<file path="config.mk">
export PLATFORM = sky130hd
export DESIGN_NAME = cgw_clock_ctrl
export DESIGN_NICKNAME = d
export VERILOG_FILES = /design/src/design/cgw_pkg.sv /design/src/design/cgw_gear_if.sv /design/src/design/cgw_clock_ctrl.sv /design/src/design/cgw_gear_div.sv /design/src/design/cgw_wdog.sv
export SDC_FILE = /design/constraint.sdc
export NUM_CORES = 1
export LEC_CHECK = 0
export BUFFER_PORTS_ARGS = -buffer_cell sky130_fd_sc_hd__buf_2
export CORE_MARGIN = 4
export CORE_UTILIZATION = 50
export DETAILED_ROUTE_END_ITERATION = 6
export PLACE_DENSITY = 0.83
export SLEW_MARGIN = 15
export SYNTH_ARGS = -nofsm -noshare
export SYNTH_HDL_FRONTEND = slang
export SYNTH_HIERARCHICAL = 1
export SYNTH_SLANG_ARGS = --single-unit
</file>
<file path="constraint.sdc">
create_clock -name clk_i -period 3 [get_ports clk_i]
set_input_delay 0.15 -clock clk_i [delete_from_list [all_inputs] [get_ports clk_i]]
set_output_delay 0.15 -clock clk_i [all_outputs]
set_load 0.02 [all_outputs]
</file>
<file path="src/design/cgw_pkg.sv">
// cgw_pkg: offsets, field positions, reset values and keys of the clock gear block
// assumes a 32-bit classic Wishbone register bus and one 100 MHz clock
package cgw_pkg;

   ////////////////////////////////////////////////////////////////////////////////
   // bus and timing
   localparam int          WB_AW          = 8;
   localparam int          CLK_PERIOD_NS  = 10;
   localparam int          WD_EXP_BASE    = 15;
   localparam int          GEAR_CW        = 3;

   ////////////////////////////////////////////////////////////////////////////////
   // byte offsets
   localparam logic [7:0]  ADR_GEAR       = 8'h00;
   localparam logic [7:0]  ADR_PLL        = 8'h04;
   localparam logic [7:0]  ADR_WDKEY      = 8'h08;
   localparam logic [7:0]  ADR_WDCYC      = 8'h0c;

   ////////////////////////////////////////////////////////////////////////////////
   // field positions
   localparam int          GEAR_CPU_LO    = 14;
   localparam int          GEAR_DBL_ACK   = 13;
   localparam int          GEAR_DBL_SEL   = 12;
   localparam int          GEAR_PER_LO    = 10;
   localparam int          GEAR_RSV_ONE   = 9;
   localparam int          GEAR_REF_SRC   = 8;
   localparam int          PLL_MULT_LO    = 14;
   localparam int          PLL_STOP       = 11;
   localparam int          WDCYC_LO       = 8;

   ////////////////////////////////////////////////////////////////////////////////
   // values after reset and keys
   localparam logic [1:0]  RST_CPU_GEAR   = 2'h3;
   localparam logic [1:0]  RST_PER_GEAR   = 2'h3;
   localparam logic        RST_REF_SRC    = 1'b1;
   localparam logic        RST_DBL        = 1'b0;
   localparam logic [1:0]  RST_PLL_MULT   = 2'h0;
   localparam logic        RST_PLL_STOP   = 1'b0;
   localparam logic [1:0]  RST_WD_CYCLE   = 2'h0;
   localparam logic [7:0]  KEY_ARM        = 8'ha5;
   localparam logic [7:0]  KEY_FIRE       = 8'h5a;

   typedef enum logic [1:0] {
      KEY_IDLE  = 2'b01,
      KEY_ARMED = 2'b10
   } cgw_key_e;

endpackage : cgw_pkg

</file>
<file path="src/design/cgw_gear_if.sv">
// cgw_gear_if: reference tick, ratio and divided tick between controller and divider
// assumes one clock shared by both ends
`timescale 1ns/10ps
interface cgw_gear_if;
   logic       ref_tick;
   logic       restart;
   logic [1:0] ratio;
   logic       tick;
   modport ctrl (output ref_tick, output restart, output ratio, input tick);
   modport div  (input ref_tick, input restart, input ratio, output tick);
endinterface : cgw_gear_if

</file>
<file path="src/design/cgw_clock_ctrl.sv">
// cgw_clock_ctrl: gear, reference select, pll control and watchdog service
// assumes classic Wishbone master, synchronous oscillator and pll tick inputs
//
// How it works
// [RL1] bit 12 stores doubler mode, 0 after reset; doubling itself is absent.
// [RL2] peripheral gear divides reference by 1, 2, 4, 8; reset gives 11.
// [RL3] software keeps peripheral clock at most 25 MHz and below cpu/2.
// [RL4] software steps both gears through a common ratio before targets.
// [RL5] doubler on freezes cpu gear at divide-by-one, field ignored.
// [RL6] software writes one into gear bit 9.
// [RL7] ref source bit: 1 halved oscillator (reset), 0 pll output.
// [RL8] while pll stop is 1, writing 0 to ref source is ignored.
// [RL9] stop mode halts pll but keeps stop bit; software waits afterward.
// [RL10] a5 then 5a into the key register clears the watchdog flip-flop; in a cycle with a timebase lap the code sets it instead.
// [RL11] key register reads return zero.
// [RL12] watchdog reset issues if key pair misses the selected period.
// [RL13] stop, sleep or bus hold clears the watchdog flip-flop; in a cycle with a timebase lap the code sets it instead.
// [RL14] cycle codes give 2^15..2^21 phi, reset within that and twice it.
// [RL15] phi is two oscillator periods or one pll period by source.
// [RL16] pll control writes only take effect while ref source is 1.
// [RL17] pll multiplier two bits, 00 after power-on only.
// [RL18] software writes zeros into pll control bits 13 and 12.
// [RL19] pll stop bit 0 runs, 1 stops; power-on reset only.
// [RL20] stop mode halts the pll regardless of the stop bit.
// [RL21] cpu and peripheral clocks have separate independent dividers.
// [RL22] a source change restarts both dividers together.
// [RL23] cpu gear at bits 15:14, coded like peripheral gear, reset 11.
// [RL24] watchdog cycle code at bits 9:8 of its register, reset 00.
// [RL25] read-only bit 13 shows the doubler mode in effect.
//
// Decided for this implementation: the address map and register access over Wishbone.
`timescale 1ns/10ps
module cgw_clock_ctrl #(
   parameter int WD_EXP_BASE = cgw_pkg::WD_EXP_BASE
) (
   input  wire logic                     clk_i,
   input  wire logic                     rst_i,
   input  wire logic                     por_i,
   input  wire logic                     wb_cyc_i,
   input  wire logic                     wb_stb_i,
   input  wire logic                     wb_we_i,
   input  wire logic [cgw_pkg::WB_AW-1:0] wb_adr_i,
   input  wire logic [3:0]               wb_sel_i,
   input  wire logic [31:0]              wb_dat_i,
   output logic [31:0]                   wb_dat_o,
   output logic                          wb_ack_o,
   input  wire logic                     osc_tick_i,
   input  wire logic                     pll_tick_i,
   input  wire logic                     stop_i,
   input  wire logic                     sleep_i,
   input  wire logic                     bus_hold_i,
   output logic                          cpu_tick_o,
   output logic                          periph_tick_o,
   output logic                          ref_src_o,
   output logic                          pll_run_o,
   output logic [1:0]                    pll_mult_o,
   output logic                          doubler_o,
   output logic                          wd_reset_o
);
   import cgw_pkg::*;

   ////////////////////////////////////////////////////////////////////////////////
   // registers
   logic [1:0] cpu_gear_q;
   logic [1:0] per_gear_q;
   logic       dbl_sel_q;
   logic       dbl_ack_q;
   logic       ref_src_q;
   logic       ref_src_d;
   logic [1:0] pll_mult_q;
   logic       pll_stop_q;
   logic [1:0] wd_cycle_q;
   logic       osc_half_q;
   logic       ack_q;
   logic [31:0] rdat_q;
   logic [31:0] rdat;
   cgw_key_e   key_q;
   cgw_key_e   key_d;

   ////////////////////////////////////////////////////////////////////////////////
   // bus decode
   wire        bus_req   = wb_cyc_i && wb_stb_i;
   wire        wr_now    = bus_req && wb_we_i && ack_q;
   wire        hit_gear  = (wb_adr_i == ADR_GEAR);
   wire        hit_pll   = (wb_adr_i == ADR_PLL);
   wire        hit_key   = (wb_adr_i == ADR_WDKEY);
   wire        hit_cyc   = (wb_adr_i == ADR_WDCYC);
   wire        wr_hi     = wr_now && wb_sel_i[1];
   wire        wr_lo     = wr_now && wb_sel_i[0];
   wire        wr_gear   = wr_hi && hit_gear;
   wire        wr_pll    = wr_hi && hit_pll && ref_src_q;                 // [RL16]
   wire        wr_key    = wr_lo && hit_key;
   wire        wr_cyc    = wr_hi && hit_cyc;
   wire [7:0]  key_byte  = wb_dat_i[7:0];
   wire        new_src   = wb_dat_i[GEAR_REF_SRC];

   assign wb_ack_o = ack_q;
   assign wb_dat_o = rdat_q;

   ////////////////////////////////////////////////////////////////////////////////
   // read mux
   always_comb begin
      rdat = 32'h0000_0000;
      if (hit_gear) begin
         rdat[GEAR_CPU_LO+:2] = cpu_gear_q;                              // [RL23]
         rdat[GEAR_DBL_ACK]   = dbl_ack_q;                               // [RL25]
         rdat[GEAR_DBL_SEL]   = dbl_sel_q;
         rdat[GEAR_PER_LO+:2] = per_gear_q;
         rdat[GEAR_RSV_ONE]   = 1'b1;
         rdat[GEAR_REF_SRC]   = ref_src_q;
      end else if (hit_pll) begin
         rdat[PLL_MULT_LO+:2] = pll_mult_q;
         rdat[PLL_STOP]       = pll_stop_q;
      end else if (hit_cyc) begin
         rdat[WDCYC_LO+:2]    = wd_cycle_q;
      end
      // key register and unmapped addresses read zero                   [RL11]
   end

   always_ff @(posedge clk_i) begin
      if (rst_i || por_i) begin
         ack_q  <= 1'b0;
         rdat_q <= 32'h0000_0000;
      end else begin
         ack_q  <= bus_req && !ack_q;
         rdat_q <= (bus_req && !ack_q && !wb_we_i) ? rdat : 32'h0000_0000;
      end
   end

   ////////////////////////////////////////////////////////////////////////////////
   // gear control register
   assign ref_src_d = (wr_gear && !(pll_stop_q && !new_src)) ? new_src     // [RL8]
                                                             : ref_src_q;

   always_ff @(posedge clk_i) begin
      if (rst_i || por_i) begin
         cpu_gear_q <= RST_CPU_GEAR;                                     // [RL23]
         per_gear_q <= RST_PER_GEAR;                                     // [RL2]
         dbl_sel_q  <= RST_DBL;                                          // [RL1]
         dbl_ack_q  <= RST_DBL;
         ref_src_q  <= RST_REF_SRC;                                      // [RL7]
      end else begin
         if (wr_gear) begin
            cpu_gear_q <= wb_dat_i[GEAR_CPU_LO+:2];
            per_gear_q <= wb_dat_i[GEAR_PER_LO+:2];
            dbl_sel_q  <= wb_dat_i[GEAR_DBL_SEL];                        // [RL1]
         end
         dbl_ack_q <= dbl_sel_q;                                         // [RL25]
         ref_src_q <= ref_src_d;
      end
   end

   ////////////////////////////////////////////////////////////////////////////////
   // pll control, power-on only
   always_ff @(posedge clk_i) begin
      if (por_i) begin
         pll_mult_q <= RST_PLL_MULT;                                     // [RL17]
         pll_stop_q <= RST_PLL_STOP;                                     // [RL19]
      end else if (wr_pll) begin
         pll_mult_q <= wb_dat_i[PLL_MULT_LO+:2];                         // [RL17]
         pll_stop_q <= wb_dat_i[PLL_STOP];                               // [RL19]
      end
   end

   assign pll_run_o  = !pll_stop_q && !stop_i;                           // [RL9] [RL20]
   assign pll_mult_o = pll_mult_q;
   assign ref_src_o  = ref_src_q;
   assign doubler_o  = dbl_ack_q;

   ////////////////////////////////////////////////////////////////////////////////
   // watchdog cycle register
   always_ff @(posedge clk_i) begin
      if (rst_i || por_i)
         wd_cycle_q <= RST_WD_CYCLE;                                     // [RL24]
      else if (wr_cyc)
         wd_cycle_q <= wb_dat_i[WDCYC_LO+:2];                            // [RL24]
   end

   ////////////////////////////////////////////////////////////////////////////////
   // reference tick: halved oscillator or pll
   wire osc_half_tick = osc_tick_i && osc_half_q;
   wire ref_tick      = ref_src_q ? osc_half_tick                        // [RL7]
                                  : (pll_tick_i && pll_run_o);
   wire src_change    = (ref_src_d != ref_src_q);

   always_ff @(posedge clk_i) begin
      if (rst_i || por_i)
         osc_half_q <= 1'b0;
      else if (osc_tick_i)
         osc_half_q <= !osc_half_q;
   end

   ////////////////////////////////////////////////////////////////////////////////
   // independent cpu and peripheral dividers
   cgw_gear_if cpu_g ();
   cgw_gear_if per_g ();

   assign cpu_g.ref_tick = ref_tick;
   assign per_g.ref_tick = ref_tick;
   assign cpu_g.restart  = src_change;                                   // [RL22]
   assign per_g.restart  = src_change;                                   // [RL22]
   assign cpu_g.ratio    = dbl_ack_q ? 2'h0 : cpu_gear_q;                // [RL5]
   assign per_g.ratio    = per_gear_q;                                   // [RL2]
   assign cpu_tick_o     = cpu_g.tick;
   assign periph_tick_o  = per_g.tick;

   cgw_gear_div u_cpu_div (                                              // [RL21]
      .clk_i (clk_i),
      .rst_i (rst_i || por_i),
      .g     (cpu_g)
   );

   cgw_gear_div u_per_div (                                              // [RL21]
      .clk_i (clk_i),
      .rst_i (rst_i || por_i),
      .g     (per_g)
   );

   ////////////////////////////////////////////////////////////////////////////////
   // watchdog key sequence
   wire key_fire = wr_key && (key_q == KEY_ARMED) && (key_byte == KEY_FIRE);
   wire wd_clear = key_fire || stop_i || sleep_i || bus_hold_i;          // [RL10] [RL13]

   always_comb begin
      key_d = key_q;
      if (wr_key) begin
         unique case (key_q)
            KEY_IDLE:  key_d = (key_byte == KEY_ARM) ? KEY_ARMED : KEY_IDLE;
            KEY_ARMED: key_d = (key_byte == KEY_ARM) ? KEY_ARMED : KEY_IDLE;
            default:   key_d = KEY_IDLE;
         endcase
      end
   end

   always_ff @(posedge clk_i) begin
      if (rst_i || por_i)
         key_q <= KEY_IDLE;
      else
         key_q <= key_d;                                                 // [RL10]
   end

   ////////////////////////////////////////////////////////////////////////////////
   // watchdog timer on phi
   cgw_wdog #(
      .EXP_BASE (WD_EXP_BASE)
   ) u_wdog (
      .clk_i      (clk_i),
      .rst_i      (rst_i || por_i),
      .phi_tick_i (ref_tick),                                            // [RL15]
      .cycle_i    (wd_cycle_q),                                          // [RL14]
      .clear_i    (wd_clear),
      .wd_reset_o (wd_reset_o)                                           // [RL12]
   );

endmodule : cgw_clock_ctrl

</file>
<file path="src/design/cgw_gear_div.sv">
// cgw_gear_div: divides the reference tick by 1, 2, 4 or 8
// assumes ref_tick is a one-cycle pulse and restart realigns the phase
`timescale 1ns/10ps
module cgw_gear_div (
   input  wire logic clk_i,
   input  wire logic rst_i,
   cgw_gear_if.div   g
);
   import cgw_pkg::*;

   logic [GEAR_CW-1:0] cnt_q;
   logic [GEAR_CW-1:0] cnt_d;
   logic [GEAR_CW-1:0] last;
   logic               wrap;
   logic               tick_q;

   assign last  = GEAR_CW'((1 << g.ratio) - 1);
   assign wrap  = g.ref_tick && (cnt_q >= last);
   assign cnt_d = g.restart ? '0 : (wrap ? '0 : (g.ref_tick ? cnt_q + 1'b1 : cnt_q));
   assign g.tick = tick_q;

   always_ff @(posedge clk_i) begin
      if (rst_i) begin
         cnt_q  <= '0;
         tick_q <= 1'b0;
      end else begin
         cnt_q  <= cnt_d;
         tick_q <= wrap && !g.restart;
      end
   end

endmodule : cgw_gear_div

</file>
<file path="src/design/cgw_wdog.sv">
// cgw_wdog: timebase and watchdog flip-flop, reset after 2^n to 2^(n+1) phi
// assumes phi_tick_i pulses once per watchdog time unit
`timescale 1ns/10ps
module cgw_wdog #(
   parameter int EXP_BASE = cgw_pkg::WD_EXP_BASE
) (
   input  wire logic       clk_i,
   input  wire logic       rst_i,
   input  wire logic       phi_tick_i,
   input  wire logic [1:0] cycle_i,
   input  wire logic       clear_i,
   output logic            wd_reset_o
);
   import cgw_pkg::*;

   localparam int TBW = EXP_BASE + 6;

   logic [TBW-1:0] tb_q;
   logic [TBW-1:0] mask;
   logic           lap;
   logic           ff_q;
   logic           rst_q;

   assign mask = TBW'((64'd1 << (EXP_BASE + 2 * int'(cycle_i))) - 64'd1);
   assign lap  = phi_tick_i && ((tb_q & mask) == mask);
   assign wd_reset_o = rst_q;

   always_ff @(posedge clk_i) begin
      if (rst_i) begin
         tb_q  <= '0;
         ff_q  <= 1'b0;
         rst_q <= 1'b0;
      end else begin
         tb_q  <= phi_tick_i ? tb_q + 1'b1 : tb_q;
         rst_q <= lap && ff_q && !clear_i;
         if (lap)
            ff_q <= !ff_q || clear_i;
         else if (clear_i)
            ff_q <= 1'b0;
      end
   end

endmodule : cgw_wdog

</file>
Word level (Yosys, flattened, before mapping):

Index checks and enable logic that the tools add are counted.
W data, S select, Z words.

* equal/unequal tests: 9
* magnitude comparators: 2
* bitwise logic cells: 3
* shift operators: 3
* add/sub/neg operators: 7
* muxes and demuxes: 14
* reductions and logical operators: 48

Operators by type and width (number)
* $shl A1 B32 Y21 const A: 1
* $logic_and A1 B1 Y1: 26
* $add A21 B1 Y21 const B: 1
* $and A21 B21 Y21: 1
* $eq A21 B21 Y1: 1
* $sub A21 B1 Y21 const B: 1
* $eq A8 B4 Y1 const B: 2
* $mux W2: 8
* $logic_not A1 Y1: 10
* $reduce_or A3 Y1: 3
* $eq A8 B3 Y1 const B: 1
* $eq A8 B7 Y1 const B: 1
* $eq A8 B8 Y1 const B: 1
* $logic_not A8 Y1: 1
* $add A3 B1 Y3 const B: 2
* $ge A3 B3 Y1: 2
* $mux W1: 6
* $shl A1 B2 Y3 const A: 2
* $sub A3 B2 Y3 const B: 2
* $add A4 B3 Y5 const A: 1
* $logic_or A1 B1 Y1: 5
* $reduce_or A2 Y1: 2
* $eq A2 B1 Y1 const B: 1
* $eq A2 B2 Y1 const B: 1
* other kinds (3): 4

* output and inout bits: 41
* bits in registers: 79

Longest topological paths before layout:

Gate-level depths: netlist of run 1.

* depth after elaboration: 12
* mapped depth: 8
* depth with buffers taken out: 8

Hierarchy:

The synthesis of run 1 kept the hierarchy.

By module, submodules not included
* cgw_clock_ctrl: times used 1, cells each 145, area each 1256.2 um2
* cgw_wdog: times used 1, cells each 129, area each 1141.1 um2
* cgw_gear_div: times used 2, cells each 31, area each 279.0 um2

Least setup slack after synthesis of run 1:

No wires, ideal clock.

* kind: register -> register
* start: reg pll_stop_q
* end: reg u_wdog.tb_q[17]
* required time: 2929 ps
* library setup time: 71 ps
* cell stages (with the launch flop): 9
* path buffers: 1
* arrival: 2889 ps
* clock period less this slack: 2960 ps
* slack: 40 ps
* cell sequence: dfxtp_1 nor2_1 nand2_1 o21ai_0 clkbuf_8 nand4_4 or4_4 or3_1 a21oi_1

* word-level cells in the longest chain between the ends: 4

RTL lines
* start: declaration: line cgw_clock_ctrl.sv:71 `logic pll_stop_q;`
* start signal: assignment: line cgw_clock_ctrl.sv:161 `pll_stop_q <= wb_dat_i[PLL_STOP];`
* $logic_not A1 Y1: line cgw_clock_ctrl.sv:165 `assign pll_run_o = !pll_stop_q && !stop_i;`
* $logic_and A1 B1 Y1: line cgw_clock_ctrl.sv:165
* net pll_run_o: line cgw_clock_ctrl.sv:55 `output logic pll_run_o,`
* $logic_and A1 B1 Y1: line cgw_clock_ctrl.sv:183 `: (pll_tick_i && pll_run_o);`
* $mux W1: line cgw_clock_ctrl.sv:182 `wire ref_tick = ref_src_q ? osc_half_tick`
* net cpu_g.ref_tick: line cgw_gear_if.sv:5 `logic ref_tick;`
* end signal: assignment: line cgw_wdog.sv:34 `tb_q <= phi_tick_i ? tb_q + 1'b1 : tb_q;`
* end: declaration: line cgw_wdog.sv:18 `logic [TBW-1:0] tb_q;`

The timed path passes the listed nets, and every way through them passes these cells.
A chain may end at the register's enable or synchronous reset.

Worst setup path in the final report of run 1:

* start: reg pll_stop_q
* end: reg u_wdog.tb_q[19]

* word-level cells in the longest chain between the ends: 4

RTL lines (line)
* $logic_not A1 Y1: cgw_clock_ctrl.sv:165
* $logic_and A1 B1 Y1: cgw_clock_ctrl.sv:165
* $logic_and A1 B1 Y1: cgw_clock_ctrl.sv:183
* $mux W1: cgw_clock_ctrl.sv:182
* net cpu_g.ref_tick: cgw_gear_if.sv:5

The timed path passes the listed nets, and every way through them passes these cells.

==> results of run 1 <==
registers in the layout, summed over array words and instances (netlist names), 2 cells and up:
name and count:
wd_cycle_q 2, pll_mult_o 2, per_g.ratio 2, key_q 2
u_wdog/tb_q 21, u_per_div/cnt_q 3, cpu_gear_q 2, u_cpu_div/cnt_q 3
wb_dat_o 8
metal layers:
layer	routed length [µm]	track usage	share of wire
met5	0	0	0
met4	112	0.0590	0.018
met3	419	0.0398	0.068
met2	3000	0.295	0.49
met1	2640	0.214	0.43
cell families after synthesis:
family	count (synthesis)	share of synthesized area
compound gates	53	0.115
xor+xnor	12	0.0356
fa+ha+maj	12	0.0508
buf+inv	48	0.0957
flops	55	0.373
mux	10	0.0343
other cells	2	0.00254
simple gates	144	0.293
final timing paths:
check             startpoint               to  slack [ns]
setup / recovery  pll_stop_q  u_wdog/tb_q[19]        0.60
hold / removal         por_i       pll_stop_q        0.06
setup reg to reg  pll_stop_q  u_wdog/tb_q[19]        0.60
hold reg to reg     key_q[1]         key_q[1]        0.47
through the flow:
stage	instance area, µm²	hold slack, ns	setup WS, ns	power, mW
after global routing	3310	0.0454	0.428	1.39
after CTS	3310	0.0500	0.606	1.35
final	3310	0.0610	0.605	1.34
after global placement	3190	0.374	0.700	0.849
after detailed placement	3190	0.380	0.630	0.852
after floorplan	3050	0.222	0.0404	0.839
cells in the final DEF (no fill, tap or decap), drive strengths merged, types with 10 or more instances in the layout:
cell,synthesis,final
nand2,23,23
inv,16,16
dfxtp,55,55
nor2,32,32
nand3,10,10
ha,12,12
conb,2,26
nand4,10,10
a21oi,21,21
buf,27,54
o21ai,13,13
synthesized netlist by cell type (7+ instances only):
cell type  instances  area share
nor2_1            31       0.039
nand4_1            7       0.015
ha_1              12       0.051
o21ai_0           10       0.017
mux2i_1            9       0.030
inv_1             16       0.020
nand3_1           10       0.017
or3_1              7       0.015
nor3_1             7       0.012
buf_4             24       0.061
dfxtp_1           55        0.37
nand2_1           23       0.029
a21oi_1           19       0.032
where the power goes:
group | switching, mW | internal (mW) | total [mW] | leakage (nW)
clock | 0.237 | 0.270 | 0.508 | 0.0612
combinational | 0.0704 | 0.0335 | 0.104 | 0.867
sequential | 0.00152 | 0.731 | 0.733 | 0.443
total | 0.309 | 1.04 | 1.34 | 1.37
cell type report:
type                       count  area, µm²  area share
clock buffer                   6       82.6      0.0250
tap                           72       90.1      0.0273
sequential                    55       1100       0.333
clock inverter                 2       35.0      0.0106
inverter                      16       60.1      0.0182
timing repair buffer          54        275      0.0833
multi-input combinational    257       1660       0.503
==> PnR_summary.wiki, run 1 <==
{| class="wikitable"
! Metric !! Value
|-
| Run status || finished, final reports clean
|-
| Worst Max-Slew Pin Slew || approximately 0.53 ns
|-
| Dpl hpwl || 4.65 mm
|-
| Clock latency of the later-clocked register in the worst-skew pair || just over 0.3 ns
|-
| Worst Setup Start Kind || register
|-
| Clock period minus final worst setup slack || ~2.4 ns
|-
| Hold violation count in the final report || 0
|-
| Maximum clock skew at final layout || between 0.006 and 0.007 ns
|-
| H-Tree Level Count || 2
|-
| Final nets || roughly 460
|-
| Initial standard-cell utilization of the core || 0.527
|-
| Worst Path Arrival || roughly 2.6 ns
|-
| Max VDD drop || approximately 220 µV
|-
| Crit share post-route || 0.798
|-
| Sinks on the clock net || 55
|-
| Max Cap Viol || 0
|-
| Total count of max-transition violations in the final report || 0
|-
| Global-route wire length before repair || around 10 mm
|-
| Maximum buffer depth of the clock tree || 2
|-
| Total of fill cells in the finished design || 506
|-
| Cell area after synthesis || ~3000 µm²
|-
| Diode insertion count for antenna repair || 0
|-
| Warning count from the yosys run || 6
|-
| Post-Layout Cell Count || around 460
|-
| Setup bufs post-CTS || 0
|-
| Layout Utilization || 0.589
|-
| Vias post-DR || 2459
|-
| Number of antenna violations at the first check in global routing || 0
|-
| Fraction of final layout cells sized beyond drive strength 1 || 0.228
|-
| Root buf cell || clkbuf_8
|-
| Floorplan core area || roughly 5600 µm²
|-
| Via-to-Cell Ratio || ~5.3
|-
| Number of routed nets with antenna violations || 0
|-
| Kind of end point of the critical path || register
|-
| Count of standard-cell rows || 27
|-
| Routed length per placed instance || ~13 µm
|-
| Biggest cell delay along the critical path || ~0.63 ns
|-
| Die width || 84.9 µm
|-
| Vias in the first global route || 2241
|-
| Number of synthesized flops with an enable pin || 0
|-
| Die area || 7200 µm²
|-
| Hold Path Class || in2reg
|-
| Clock tree from TritonCTS || built
|-
| Starting DRC count in detailed routing || 85
|-
| IO Count || 96
|-
| Largest net degree at the start of global routing || 40
|-
| F_max || around 0.42 GHz
|-
| Portion of the post-synthesis area used by sequential elements || 0.373
|-
| Number of remaining DRC errors || 0
|-
| Top fanout value on the critical path || 9
|-
| Standard cell with the maximum stage delay on the critical path || or4_4
|-
| Worst-case headroom to the max-slew limit || 0.644
|-
| Data required time of the critical path || around 3.2 ns
|-
| Synthesis-stage register bit count || 55
|-
| Number of buffers added on ports || between 50 and 60
|-
| Instance count after placement with tap cells included || ~450
|-
| GR Util All Layers || 0.173
|-
| Die outline height || 84.9 µm
|-
| Ys async rst share || 0
|-
| Global placement routability congestion || slightly below 0.8
|-
| Inserted Clock Buffers || 5
|-
| Setup repair after global routing missed its margin || no
|-
| Cell count of the worst reg-to-reg path || 7
|-
| Logic depth of the worst path, buffers included || 7
|-
| Number of endpoints failing setup at the final stage || 0
|-
| Grt ovf || 0
|-
| Clock slew seen by the registers of the worst setup and hold paths || ~0.1 ns
|-
| Area added between synthesis and finish || 11.9%
|-
| Setup TNS || 0 ns
|-
| Synthesized instance count || 336
|-
| Pwr Density || just over 400 nW/µm²
|-
| Prevailing post-synth register cell || dfxtp_1
|-
| Post-synthesis area per instance || approximately 9 µm²
|-
| Detailed-route wire length || slightly above 6 mm
|-
| Cell family with the largest share of critical-path delay || simple AND/OR/NAND/NOR gates
|-
| First drt pass iteration count || 4
|-
| Post-synthesis cell type count || 54
|-
| # hold bufs at CTS || 0
|-
| Number of buffers and inverters on the critical path || 0
|-
| Hold-critical path depth || 2
|-
| Leakage || ~1.4 nW
|-
| Post_cts resized || 0
|-
| Cell-by-cell trace of the critical path || nor2_1 > nand2_1 > o21ai_1 > nand4_4 > or4_4 > or3_1 > a21oi_1
|-
| WS Path Type || reg2reg
|}
Power figures use the tool's default switching activity.
==> inputs of run 2 (changes only) <==
- ABC_AREA: unset -> 1
- PLACE_DENSITY: 0.83 -> 0.82
- clock period: 3 -> 2.25 ns (I/O delays scaled with it)
==> run 2 against run 1 <==
Net effect:
- die area is 7.8% higher
- combinational power is 43% higher
- setup slack worse by 0.17 ns
- non-clock buffer count is 2 higher
- largest cell class unchanged
==> PnR_summary.wiki, run 2 <==
{| class="wikitable"
! Metric !! Value
|-
| Run status || finished, final reports clean
|-
| Number of antenna violations at the first check in global routing || 0
|-
| F_max || 0.551 GHz
|-
| Maximum clock skew at final layout || a little under 0.007 ns
|-
| Root buf cell || clkbuf_8
|-
| Portion of the post-synthesis area used by sequential elements || 0.343
|-
| WS Path Type || reg2reg
|-
| Psw || just over 0.4 mW
|-
| Largest area contributor in the netlist || dfxtp_1
|-
| Vias in the first global route || ~2.7k
|-
| Cell types with the largest area share after synthesis || dfxtp_1 (34%), nand2_1 (9.8%), nor2_1 (9.1%)
|-
| IO Count || 96
|-
| Number of routed nets with antenna violations || 0
|-
| H-Tree Level Count || 2
|-
| Via-to-Cell Ratio || approximately 5
|-
| Cell-by-cell trace of the critical path || nor2_1 > nand3_1 > nand2_1 > nand2_1 > nor2_8 > nand3_4 > nor2_2 > nand3_1 > nand2_1 > nor2_1
|-
| Post-synthesis area per instance || a little over 7 µm²
|-
| Synthesis-stage register bit count || 55
|-
| First drt pass iteration count || 4
|-
| Instance count after placement with tap cells included || about 580
|-
| Number of buffers and inverters on the critical path || 0
|-
| Most frequent CP cell || nand2_1
|-
| Flip-flop count of the largest register after layout || 21
|-
| Hold Path Class || in2reg
|-
| Clk network pwr share || 0.342
|-
| Routed length per placed instance || between 10 and 15 µm
|-
| Clock tree from TritonCTS || built
|-
| Cell area after synthesis || roughly 3200 µm²
|-
| Floorplan core area || around 6000 µm²
|-
| Dpl hpwl || 5.35 mm
|-
| Total Power || 1.71 mW
|-
| Leading cell types by count after synthesis || nand2_1 (84), nor2_1 (78), dfxtp_1 (55), inv_1 (55), nand3_1 (40)
|-
| Sequential cell fraction of total power || 0.571
|-
| Leading cell type in the layout, fill and taps excluded || nand2_1
|-
| Starting DRC count in detailed routing || between 150 and 200
|-
| Setup repair after global routing missed its margin || no
|-
| Data required time of the critical path || about 2.5 ns
|-
| Detailed-route wire length || 6.68 mm
|-
| Number of buffers added on ports || 52
|-
| Clock latency of the later-clocked register in the worst-skew pair || 0.30 ns
|-
| Final nets || roughly 580
|-
| Clock slew seen by the registers of the worst setup and hold paths || 0.09 ns
|-
| Grt ovf || 0
|-
| Hold violation count in the final report || 0
|-
| Diode insertion count for antenna repair || 0
|-
| Biggest cell delay along the critical path || roughly 0.36 ns
|-
| Number of endpoints failing setup at the final stage || 0
|-
| Initial standard-cell utilization of the core || 0.530
|-
| Worst Setup Slack post-DPL || between 0.4 and 0.5 ns
|-
| Worst Path Arrival || 2.02 ns
|-
| Clock period minus final worst setup slack || between 1.5 and 2 ns
|-
| Cell family with the largest share of critical-path delay || simple AND/OR/NAND/NOR gates
|-
| Die width || 88.1 µm
|-
| Power share of the combinational group || 0.087
|-
| Warning count from the yosys run || 6
|-
| Leakage || approximately 1.7 nW
|-
| Share of Yosys cell area claimed by the top area cell type || 0.343
|-
| Crit share post-route || 0.806
|-
| Max Cap Viol || 0
|-
| Vias post-DR || 2920
|-
| Max VDD drop || between 300 and 400 µV
|-
| Post-route cell area || approximately 3600 µm²
|-
| Die outline height || just under 90 µm
|-
| Post-Layout Cell Count || between 500 and 600
|-
| Number of remaining DRC errors || 0
|-
| Synthesized instance count || roughly 460
|-
| Total count of max-transition violations in the final report || 0
|-
| Top-count cell post-synth || nand2_1
|-
| Maximum buffer depth of the clock tree || 2
|-
| Inserted Clock Buffers || 5
|-
| Internal cell power || 1.30 mW
|-
| Count of standard-cell rows || 28
|-
| Number of synthesized flops with an enable pin || 0
|-
| Global placement routability congestion || roughly 0.9
|-
| Most frequent cells in the layout || nand2_1 (84), nor2_1 (78), inv_1 (55), dfxtp_1 (55), buf_2 (52)
|-
| Proportion of total power due to net switching || 0.239
|-
| Ys async rst share || 0
|-
| Global-route wire length before repair || between 10 and 15 mm
|-
| Die area || slightly below 8000 µm²
|-
| Largest net degree at the start of global routing || 16
|-
| Largest reg by FF count || u_wdog/tb_q
|-
| Prevailing post-synth register cell || dfxtp_1
|-
| Worst Setup Start Kind || register
|-
| Kind of end point of the critical path || register
|-
| Area added between synthesis and finish || 11.3%
|-
| Pwr Density || 479 nW/µm²
|-
| Standard cell with the maximum stage delay on the critical path || dfxtp_1
|-
| Setup TNS || 0 ns
|-
| Post-place instance area || approximately 3500 µm²
|-
| Smallest setup slack after layout || 0.437 ns
|-
| Post-synthesis cell type count || 39
|-
| Top fanout value on the critical path || 10
|-
| GR Util All Layers || 0.179
|-
| Fraction of final layout cells sized beyond drive strength 1 || 0.198
|-
| Sinks on the clock net || between 50 and 60
|}
==> run 2: cell count changes after synthesis, moves of 8 or more <==
| cell | before | now |
|---|---|---|
| nor2_1 | 31 | 78 |
| nand3_1 | 10 | 40 |
| nor2_2 | 1 | 13 |
| nand2_1 | 23 | 84 |
| inv_1 | 16 | 55 |
| nand2_2 | 0 | 8 |
==> run 2: layout make-up <==
| cell class | count | area [µm²] |
|---|---|---|
| Fill cell | 570 | 2490 |
| Multi-Input combinational cell | 339 | 1770 |
| Sequential cell | 55 | 1100 |
| Timing Repair Buffer | 56 | 293 |
| Inverter | 57 | 214 |
| Clock buffer | 8 | 100 |
| Tap cell | 75 | 93.8 |
==> run 2: cell families (layout without fill, tap and decap cells) <==
group / count (synthesis) / after routing / share of synthesized area
flip-flops: 55 / 55 / 0.343
XOR/XNOR: 7 / 7 / 0.0238
AO/OA/AOI/OAI: 34 / 34 / 0.0573
adder cells (fa/ha/maj): 12 / 12 / 0.0468
other: 2 / 26 / 0.00234
multiplexers: 2 / 2 / 0.00624
AND/OR/NAND/NOR: 258 / 258 / 0.387
buffers and inverters: 86 / 121 / 0.133
==> run 2: final timing paths <==
check	startpoint	to	slack [ns]	cells after the start
max	pll_stop_q	u_wdog/tb_q[14]	0.44	10
min	wb_dat_i[9]	wd_cycle_q[1]	0.05	3
max reg2reg	pll_stop_q	u_wdog/tb_q[14]	0.44	10
min reg2reg	osc_half_q	osc_half_q	0.46	1
==> run 2: worst register-to-register path, stage by stage, from the launching register on <==
cell and delay, ns:
dfxtp_1 0.36, nor2_1 0.17, nand3_1 0.10, nand2_1 0.30, nand2_1 0.23, nor2_8 0.17
nand3_4 0.10, nor2_2 0.11, nand3_1 0.07, nand2_1 0.06, nor2_1 0.04
==> run 2: power by group through the flow <==
stage / clock (mW) / sequential, mW / combinational (mW)
5_1_grt: 0.652 / 0.979 / 0.165
2_1_floorplan: 0 / 1.00 / 0.124
6_report: 0.586 / 0.977 / 0.149
4_1_cts: 0.612 / 0.978 / 0.146
3_5_place_dp: 0 / 1.00 / 0.145
3_3_place_gp: 0 / 1.00 / 0.141
==> run 2: stage by stage <==
stage	hold WS [ns]	utilization
CTS	0.0374	0.589
global placement	0.319	0.571
floorplan	0.206	-
global route	0.0676	0.589
finish	0.0507	0.589
detailed placement	0.329	0.571
==> run 2: per-layer routing <==
layer,vias up,track usage,share of wire
met1,1314,0.218,0.43
li1,1510,-,-
met5,-,0,0
met2,89,0.312,0.49
met4,0,0.0549,0.011
met3,7,0.0423,0.071
==> run 2: timing repair <==
action	CTS	global route
endpoints found under the setup margin	0	0
resized for setup	0	0
hold buffers	1	0
buffers inserted	0	0
endpoints found under the hold margin	1	0
==> inputs of run 3 (changes only) <==
- clock period: 2.25 -> 1.75 ns (I/O delays scaled with it)
==> run 3 against run 2 <==
Net effect:
- fmax grew 15%
- wire length shrank 1.3%
- sequential cell count did not move
- critical endpoint is now u_wdog/ff_q
- clock power grew 30%
- worst hold slack got worse by 0.036 ns
- critical path type unchanged
- register-to-register slack got worse by 0.26 ns
==> PnR_summary.wiki, run 3 (synthesized netlist as in run 2, its figures left out) <==
{| class="wikitable"
! Metric !! Value
|-
| Run status || finished, final reports clean
|-
| Setup TNS || 0 ns
|-
| Die area || between 7000 and 8000 µm²
|-
| H-Tree Level Count || 2
|-
| Pwr Density || about 610 nW/µm²
|-
| Seq. cell area || 1100 µm²
|-
| Area added between synthesis and finish || 13.0%
|-
| Setup bufs post-CTS || 0
|-
| Top fanout value on the critical path || 4
|-
| Number of buffers added on ports || 52
|-
| Hold Path Class || in2reg
|-
| Vias in the first global route || roughly 2.7k
|-
| Data required time of the critical path || ~2 ns
|-
| Worst Setup Slack post-DPL || between 0.15 and 0.2 ns
|-
| Max Cap Viol || 0
|-
| Vias post-DR || slightly below 3k
|-
| Number of endpoints failing setup at the final stage || 0
|-
| GR Util All Layers || 0.179
|-
| Smallest setup slack after layout || between 0.15 and 0.2 ns
|-
| Fraction of final layout cells sized beyond drive strength 1 || 0.218
|-
| Kind of end point of the critical path || register
|-
| Global-route wire length before repair || 11.2 mm
|-
| Die width || between 80 and 90 µm
|-
| Global placement routability congestion || 0.901
|-
| Clock latency of the later-clocked register in the worst-skew pair || 0.32 ns
|-
| Area occupied by multi-input gates || approximately 1800 µm²
|-
| Clock tree from TritonCTS || built
|-
| Number of antenna violations at the first check in global routing || 0
|-
| Hold violation count in the final report || 0
|-
| Routed length per placed instance || roughly 11 µm
|-
| Maximum clock skew at final layout || roughly 0.017 ns
|-
| WS Path Type || reg2reg
|-
| Max VDD drop || 397 µV
|-
| Total Power || ~2.2 mW
|-
| Flip-flop count of the largest register after layout || 21
|-
| IO Count || between 90 and 100
|-
| Worst Path Arrival || roughly 1.8 ns
|-
| Cell family with the largest share of critical-path delay || simple AND/OR/NAND/NOR gates
|-
| Leading cell type in the layout, fill and taps excluded || nand2_1
|-
| Most frequent cells in the layout || nand2_1 (82), nor2_1 (76), inv_1 (55)
|-
| Layout Utilization || 0.598
|-
| Number of routed nets with antenna violations || 0
|-
| Via-to-Cell Ratio || around 5
|-
| Initial standard-cell utilization of the core || 0.530
|-
| Setup repair after global routing missed its margin || no
|-
| Total count of max-transition violations in the final report || 0
|-
| Clock slew seen by the registers of the worst setup and hold paths || ~0.1 ns
|-
| Crit share post-route || 0.898
|-
| Die outline height || 88.1 µm
|-
| Maximum buffer depth of the clock tree || 2
|-
| Sinks on the clock net || 55
|-
| Final nets || approximately 590
|-
| F_max || ~0.64 GHz
|-
| Largest reg by FF count || u_wdog/tb_q
|-
| Inserted Clock Buffers || 5
|-
| Dpl hpwl || roughly 5.4 mm
|-
| Floorplan core area || 6060 µm²
|-
| Biggest cell delay along the critical path || between 0.3 and 0.4 ns
|-
| Root buf cell || clkbuf_8
|-
| Largest net degree at the start of global routing || 21
|-
| First drt pass iteration count || 4
|-
| Count of standard-cell rows || 28
|-
| Cell-by-cell trace of the critical path || nand2_1 > nor2_1 > nand3_1 > nor2_2 > nand3_1 > nand2_1 > nor2_1 > nand4_1 > nand2_1 > nor2_1
|-
| Total of fill cells in the finished design || 550
|-
| Worst Setup Start Kind || register
|-
| Clock period minus final worst setup slack || around 1.6 ns
|-
| Starting DRC count in detailed routing || between 150 and 200
|-
| Detailed-route wire length || roughly 6.6 mm
|-
| Leakage || 1.77 nW
|-
| Grt ovf || 0
|-
| Diode insertion count for antenna repair || 0
|-
| Standard cell with the maximum stage delay on the critical path || dfxtp_1
|-
| Number of remaining DRC errors || 0
|-
| Number of buffers and inverters on the critical path || 0
|}
run 3: cell count changes in the layout (fill, tap and decap cells not counted):
cell      delta
buf_4        +4
clkbuf_8     -2
dfxtp_1      -2
dfxtp_2      +2
inv_6        +2
nand2_1      -2
nor2_1       -2
nor2_4       +2
clkbuf_1     -1
inv_8        +1
nand2_2      +1
nand2_4      +1
run 3: layout make-up:
type                            instances  share of cell area
Multi-Input combinational cell        339               0.495
Tap cell                               75              0.0259
Clock buffer                            5              0.0190
Inverter                               57              0.0590
Timing Repair Buffer                   60              0.0890
Sequential cell                        55               0.304
Clock inverter                          3             0.00793
run 3: stage by stage:
stage               hold WS (ns)  std cells  cell area [µm²]
CTS                       0.0107        594             3610
global placement           0.316        585             3500
global route              0.0118        594             3630
finish                    0.0145        594             3630
detailed placement         0.320        585             3500
floorplan                  0.181        480             3310
run 3: path summary, 6_finish.rpt:
path / start / endpoint / slack (ns) / depth (start not counted)
max reg2reg: wb_ack_o / u_wdog/ff_q / 0.18 / 10
max: wb_ack_o / u_wdog/ff_q / 0.18 / 10
min: wb_dat_i[9] / wd_cycle_q[1] / 0.01 / 3
min reg2reg: dbl_sel_q / doubler_o / 0.46 / 2
run 3: repair_timing:
action	in CTS	in global routing
hold buffers	1	0
endpoints found under the hold margin	1	0
resized for setup	0	6
endpoints found under the setup margin	0	7
run 3: power by group:
part,leakage (nW),internal [mW],switching [mW]
Sequential,0.443,1.25,0.00307
Clock,0.0511,0.303,0.457
Combinational,1.28,0.0623,0.132
run 3: per-layer routing:
layer	part of all wire	GRT usage	up-vias
met5	0	0	-
li1	-	-	1519
met1	0.44	0.226	1312
met2	0.49	0.309	84
met3	0.065	0.0405	9
met4	0.011	0.0495	0
run 3: tightest hold or removal path: cells and delay by family:
family	cells	cell delay [ns]
AO/OA/AOI/OAI	1	0.06
AND/OR/NAND/NOR	1	0.06
buffers and inverters	1	0.08
